### config.mk
export PLATFORM = sky130hd
export DESIGN_NAME = appc_pull_ctrl
export DESIGN_NICKNAME = d
export VERILOG_FILES = /design/src/inc/appc_pkg.sv /design/src/logic/appc_pull_ctrl.sv
export VERILOG_INCLUDE_DIRS = /design/src /design/src/inc
export SDC_FILE = /design/constraint.sdc
export NUM_CORES = 1
export LEC_CHECK = 0
export ABC_CLOCK_PERIOD_IN_PS = 2900
export BUFFER_PORTS_ARGS = -buffer_cell sky130_fd_sc_hd__buf_2
export CAP_MARGIN = 30
export CORE_ASPECT_RATIO = 1.1
export CORE_MARGIN = 3
export CORE_UTILIZATION = 30
export CTS_CLUSTER_SIZE = 8
export DETAILED_ROUTE_END_ITERATION = 16
export HOLD_SLACK_MARGIN = 0.05
export SETUP_SLACK_MARGIN = 0.2
export SLEW_MARGIN = 20
export SYNTH_ARGS = -nofsm -noshare
export SYNTH_HDL_FRONTEND = slang
export SYNTH_SLANG_ARGS = --single-unit
### constraint.sdc
create_clock -name clk_sys_i -period 2.9 [get_ports clk_sys_i]
set_input_delay 0.435 -clock clk_sys_i [delete_from_list [all_inputs] [get_ports clk_sys_i]]
set_output_delay 0.435 -clock clk_sys_i [all_outputs]
set_load 0.05 [all_outputs]
### src/inc/appc_consts.svh
// addresses, field positions and reset values of the pad pull control registers
`ifndef APPC_CONSTS_SVH
`define APPC_CONSTS_SVH
`define APPC_ADDR_FUNC 16'hF08E
`define APPC_ADDR_SEL 16'hF08F
`define APPC_FUNC_RST 8'h00
`define APPC_SEL_RST 7'h00
`define APPC_SEL_W 7
`define APPC_B_IRQ_SEL 0
`define APPC_B_IRQ_OFF 1
`define APPC_B_RDY_SEL 2
`define APPC_B_RDY_OFF 3
`define APPC_B_DMA_OFF 4
`define APPC_B_DATA_OFF 5
`define APPC_B_VBUS_OFF 6
`define APPC_B_D7_OFF 7
`define APPC_DATA_LINE7 7
`define APPC_S_CS0 0
`define APPC_S_CS1 1
`define APPC_S_ADDR 2
`define APPC_S_DMACK 3
`define APPC_S_RD 4
`define APPC_S_WR 5
`define APPC_S_RESET 6
`endif

### src/inc/appc_pkg.sv
// types of the pad pull control block
package appc_pkg;
  typedef struct packed {
    logic irq_pu;
    logic irq_pd;
    logic rdy_pu;
    logic rdy_pd;
    logic dma_pd;
    logic [15:0] data_pd;
    logic vbus_pd;
  } appc_func_pads_t;

  typedef struct packed {
    logic [6:0] pu;
    logic [6:0] pd;
  } appc_out_pads_t;

  typedef struct packed {
    logic [7:0] func_reg;
    logic [6:0] sel_reg;
    logic [7:0] rdata;
    logic rvalid;
    appc_func_pads_t fpads;
    appc_out_pads_t opads;
  } appc_state_t;
endpackage

### src/logic/appc_pull_ctrl.sv
// pad pull-up / pull-down control registers on the controller data space
//
// Behaviour
// - functional pull register at F08E, eight bits read/write, zero at power-up.
// - functional bit 0: one pulls interrupt pin up, zero pulls it down.
// - functional bit 1: one turns both interrupt pin resistors off.
// - bits 2 and 3 do the same for the ready pin, pull-down default.
// - functional bit 4: one disconnects the DMA request pull-down.
// - functional bit 5: one disconnects pull-downs on data lines except line 7.
// - functional bit 7: one disconnects the data line 7 pull-down.
// - functional bit 6: one disconnects the bus power pin pull-down.
// - output pull select register at F08F: one pull-up, zero pull-down.
// - select bits 0..6 map to output pins in order; bit 7 reads zero.
// - writing one to hard-reset control clears select bit 6.
// - select register resets to zero: all output pins pulled down.
// - a power-down bit of one turns both resistors of that pin off.
`timescale 1ns/10ps
`include "appc_consts.svh"

module appc_pull_ctrl (
  // clock, reset, enable
  input wire logic clk_sys_i,
  input wire logic rst_i,
  input wire logic ce_i,
  // controller data space access
  input wire logic [15:0] xaddr_i,
  input wire logic xwr_i,
  input wire logic xrd_i,
  input wire logic [7:0] xwdata_i,
  output logic [7:0] xrdata_o,
  output logic xrvalid_o,
  // companion state from outside
  input wire logic [6:0] ata_output_pull_powerdown_i,
  input wire logic ata_hard_reset_set_i,
  // pad controls
  output appc_pkg::appc_func_pads_t func_pads_o,
  output appc_pkg::appc_out_pads_t out_pads_o
);

  appc_pkg::appc_state_t state_reg;
  appc_pkg::appc_state_t state_next;

  logic hit_func;
  logic hit_sel;

  // two bits {pull-up, pull-down} from select and off
  function automatic logic [1:0] pull_pair(input logic sel, input logic off);
    pull_pair = {sel & ~off, ~sel & ~off};
  endfunction

  assign hit_func = (xaddr_i == `APPC_ADDR_FUNC);
  assign hit_sel = (xaddr_i == `APPC_ADDR_SEL);

  always_comb begin
    state_next = state_reg;
    state_next.rvalid = 1'b0;
    // writes
    if (xwr_i && hit_func) begin
      state_next.func_reg = xwdata_i;
    end
    if (xwr_i && hit_sel) begin
      state_next.sel_reg = xwdata_i[6:0];
    end
    // hardware clear beats a same-cycle software write of the bit
    if (ata_hard_reset_set_i) begin
      state_next.sel_reg[`APPC_S_RESET] = 1'b0;
    end
    // reads return the stored value; unmapped reads return zero
    if (xrd_i) begin
      state_next.rvalid = 1'b1;
      if (hit_func) begin
        state_next.rdata = state_reg.func_reg;
      end else if (hit_sel) begin
        state_next.rdata = {1'b0, state_reg.sel_reg};
      end else begin
        state_next.rdata = 8'h00;
      end
    end
    // pads follow the registers one cycle late so every pad control is a flop
    {state_next.fpads.irq_pu, state_next.fpads.irq_pd} =
      pull_pair(state_reg.func_reg[`APPC_B_IRQ_SEL], state_reg.func_reg[`APPC_B_IRQ_OFF]);
    {state_next.fpads.rdy_pu, state_next.fpads.rdy_pd} =
      pull_pair(state_reg.func_reg[`APPC_B_RDY_SEL], state_reg.func_reg[`APPC_B_RDY_OFF]);
    state_next.fpads.dma_pd = ~state_reg.func_reg[`APPC_B_DMA_OFF];
    state_next.fpads.data_pd = {16{~state_reg.func_reg[`APPC_B_DATA_OFF]}};
    state_next.fpads.data_pd[`APPC_DATA_LINE7] = ~state_reg.func_reg[`APPC_B_D7_OFF];
    state_next.fpads.vbus_pd = ~state_reg.func_reg[`APPC_B_VBUS_OFF];
    for (int i = 0; i < `APPC_SEL_W; i++) begin
      {state_next.opads.pu[i], state_next.opads.pd[i]} =
        pull_pair(state_reg.sel_reg[i], ata_output_pull_powerdown_i[i]);
    end
  end

  // reset leaves every pull-down on: output buffers are off at power-up
  always_ff @(posedge clk_sys_i or posedge rst_i) begin
    if (rst_i) begin
      state_reg <= '0;
      state_reg.func_reg <= `APPC_FUNC_RST;
      state_reg.sel_reg <= `APPC_SEL_RST;
      state_reg.fpads.irq_pd <= 1'b1;
      state_reg.fpads.rdy_pd <= 1'b1;
      state_reg.fpads.dma_pd <= 1'b1;
      state_reg.fpads.data_pd <= 16'hFFFF;
      state_reg.fpads.vbus_pd <= 1'b1;
      state_reg.opads.pd <= 7'h7F;
    end else if (ce_i) begin
      state_reg <= state_next;
    end
  end

  assign xrdata_o = state_reg.rdata;
  assign xrvalid_o = state_reg.rvalid;
  assign func_pads_o = state_reg.fpads;
  assign out_pads_o = state_reg.opads;
endmodule

After elaboration in Yosys (flattened, before gate mapping)
Cells that the tools add are included.
Cells by class
  shift-type cells: 0
  bitwise operators: 40
  $mul: 0
  add/sub/neg operators: 0
  order comparisons: 0
  equality and inequality tests: 2
  muxes and demuxes: 5
  divide/modulo/power cells: 0
  reduce and logical (&&, ||, !) cells: 7
Operators with widths (count)
  == test 16 bit, second input constant: 2
  inverter 1 bit: 22
  bitwise AND 1 bit: 18
  2-to-1 mux 7 bit: 2
  2-to-1 mux 8 bit: 1
  AND reduction 2 bit: 4
  logical AND 1 bit: 2
  2-to-1 mux 1 bit: 2
  nonzero test 2 bit: 1
Storage, ports and cells
  ROM bits: 0
  output and inout port bits: 45
  RAM bits: 0
  bits in registers: 53
  memories kept: 0
  bits in latches: 0

Longest topological paths before layout
  depth in word-level cells: 4
  mapped depth: 5

Least setup slack after synthesis
No wires, ideal clock.
  path kind: input-to-reg
  start: input xaddr_i[6]
  end: register state_reg[45] (netlist bit)
  library setup time: 0.125 ns
  slack: 1.273 ns
  stages on the path: 4
  arrival time: 1.502 ns
  cell sequence: and4bb_2 -> nand4_4 -> nor2_2 -> mux2_2
Between the ends
  longest elaborated chain between the ends: 3
RTL lines
  start: declaration: RTL line appc_pull_ctrl.sv:26  | input wire logic [15:0] xaddr_i,
  == test 16 bit (no line)
  logical AND 1 bit: RTL line appc_pull_ctrl.sv:61  | if (xwr_i && hit_sel) begin
  AND reduction 2 bit (no line)
  end signal: assignment: RTL line appc_pull_ctrl.sv:107  | state_reg <= state_next;
  end: declaration: RTL line appc_pull_ctrl.sv:40  | appc_pkg::appc_state_t state_reg;
Every way passes these cells.
A chain may end at the register's enable or synchronous reset.

==> results by group <==
Synthesis
  • Post-Syn Instances: 205
  • Ys async rst share: 1.00
  • Register bit total from synthesis: 46
  • Top_reg_cell synth: dfrtp_1
  • Number of synthesized flops with an enable pin: 0
  • Ys Warns: 0
  • Synth Cell Area: between 2000 and 2500 sq um
  • Post-synth net total: roughly 240
  • Synth unique cells: 24
  • Syn_area_per_cell: 11.1 sq um
  • Seq/Total Area, Yosys: 0.512

Timing
  • Worst-margin pin slew: roughly 0.49 ns
  • Final Hold Viols: 0
  • Setup tns final: 0 ns
  • Setup violators final: 0
  • Min Tclk post-route: 1.67 ns
  • RSZ-0062 raised after global routing: no
  • Final Max Slew Viols: 0
  • Rel. slew slack: 0.674
  • Achievable Freq: roughly 600 MHz
  • Final Cycle Share: 0.577
  • Setup Skew: around 0.014 ns

Clock tree
  • Post-CTS Hold Fix Bufs: 0
  • Worst-path clk slew: 0.09 ns
  • Worst-Skew Late Latency: about 0.3 ns
  • Setup Buffers After CTS: 0
  • Clk buf depth: 2
  • Root buf cell: clkbuf_8
  • Post_cts resized: 0
  • CTS tree: built
  • Inserted Clock Buffers: 5
  • Clk sinks: 46
  • CTS H-tree lvls: 2

Critical path
  • Worst setup SP type: flop
  • Critical path, cell by cell: buf_2
  • Flop2flop setup slack: roughly 2.0 ns
  • Critical path class: reg2out
  • Slowest CP cell: dfstp_2
  • CP startpoint: func_pads_o[7]$_DFFE_PP1P_
  • Critical path data required time: 2.47 ns
  • Critical path's largest stage delay: ~0.64 ns
  • Reg2reg end: func_pads_o[7]$_DFFE_PP1P_
  • CP Depth: 1
  • CP top delay family: flip-flops
  • Worst EP arrival: 1.24 ns
  • CP Buf/Inv Count: 1
  • Crit-path max FO: 16
  • Worst Setup End Kind: output pin
  • Reg-to-Reg Start: func_pads_o[7]$_DFFE_PP1P_
  • Reg2reg path depth: 2

Route
  • Routed wire length: between 4000 and 5000 um
  • Via density: about 4.4
  • Post-route antenna net violation count: 0
  • DR iter-0 viols: 42
  • 1st-pass router iterations: 4
  • DR vias: around 1500
  • DR WL/cell: about 14 um
  • Drt drc: 0

Final layout
  • Commonest non-fill, non-tap cells in the layout: buf_2 (81), dfrtp_1 (33), mux2_2 (23)
  • N_diodes: 0
  • Fin area: roughly 2600 sq um
  • Max reg flops: 15
  • Commonest non-fill, non-tap cell in the layout: buf_2
  • NumNets Final: between 200 and 300
  • Area Overhead vs Synth: 13.1%
  • Share of cells above drive strength 1: 0.545

Pwr
  • Tot Pwr: 1.29 mW
  • Switching pwr: about 0.3 mW
  • Pleak: roughly 1.3 nW
  • Flop pwr share: 0.514
  • Switching Fraction: 0.237
  • Max VDD drop: about 0.00016 V
  • Combinational share of power: 0.103
  • Power Density: approximately 500 nW/um^2
  • Clock power frac: 0.383
  • Internal power: 0.986 mW

Floorplanning
  • Core ar.: approximately 7200 sq um
  • I/O pins: 82
  • Row cnt: 32
  • Die X: between 80 and 90 um
  • Initial Utilization: 0.316
  • Die area: between 8000 and 9000 sq um
  • Die H: between 90 and 100 um

GRT
  • Global-route wire length before repair: 7360 um
  • Grt total ovfl: 0
  • Largest net degree at the start of global routing: 34
  • Total track usage: 0.111
  • Initial antenna violation count: 0
  • Vias in the first global route: between 1000 and 1500

Flow run
  • Max_cap viols: 0

Placed design
  • Placed instance area: ~2500 sq um
  • Placer Congestion: around 0.70
  • Port Buffers: 81
  • Post-DP HPWL: between 3000 and 4000 um

Min path
  • HP Class: in2async

Run status
  • Status: complete, no violations
==> routing by layer <==
metal | up-vias | GRT usage | part of all wire
met5 | - | 0 | 0
met4 | 0 | 0.0412 | 0.016
met3 | 7 | 0.0348 | 0.073
met2 | 55 | 0.180 | 0.48
met1 | 682 | 0.136 | 0.43
li1 | 714 | - | -
==> power groups by stage <==
stage                     combinational (mW)  clock, mW  sequential, mW
after floorplan                       0.0943          0           0.680
after global placement                 0.130          0           0.676
after detailed placement               0.136          0           0.677
after CTS                              0.136      0.513           0.665
after global routing                   0.145      0.542           0.667
final                                  0.133      0.495           0.665
==> cell usage after synthesis, drive strengths merged (7+ instances only) <==
cell   count  share of area
buf       47           0.15
dfrtp     33           0.36
dfstp     13           0.15
inv       12          0.020
mux2      23           0.11
mux2i      9          0.040
nand2     19          0.031
nor2      13          0.023
o21ai     11          0.024
o22ai      7          0.019
==> worst max path at each step <==
stage,endpoint,slack (ns)
after detailed placement,state_reg[47]$_DFFE_PP0P_,0.96
after CTS,func_pads_o[3],1.20
after global placement,state_reg[49]$_DFFE_PP0P_,0.97
final,func_pads_o[5],1.23
after floorplan,state_reg[45]$_DFFE_PP0P_,1.27
after global routing,func_pads_o[10],1.11
==> metrics by stage <==
step,cells,util,hold slack (ns),setup slack [ns]
floorplan,205,-,0.404,1.27
finish,331,0.358,0.0770,1.23
global route,331,0.358,0.0959,1.11
detailed placement,323,0.341,0.421,0.962
CTS,331,0.358,0.0811,1.20
global placement,322,0.339,0.427,0.969
==> cell type report <==
class | count | area (sq um)
clock inverter | 1 | 30.0
inverter | 12 | 45.0
multi-input combinational | 97 | 709
sequential | 46 | 1170
fill | 765 | 4630
clock buffer | 7 | 86.3
tap | 85 | 106
timing repair buffer | 83 | 433
==> kinds of logic after synthesis <==
| kind of cell | synth area share |
|---|---|
| AOI/OAI and AO/OA | 0.0500 |
| DFF | 0.512 |
| buffers and inverters | 0.176 |
| and+or+nand+nor | 0.108 |
| muxes | 0.153 |
(Power assumes the default switching activity.)
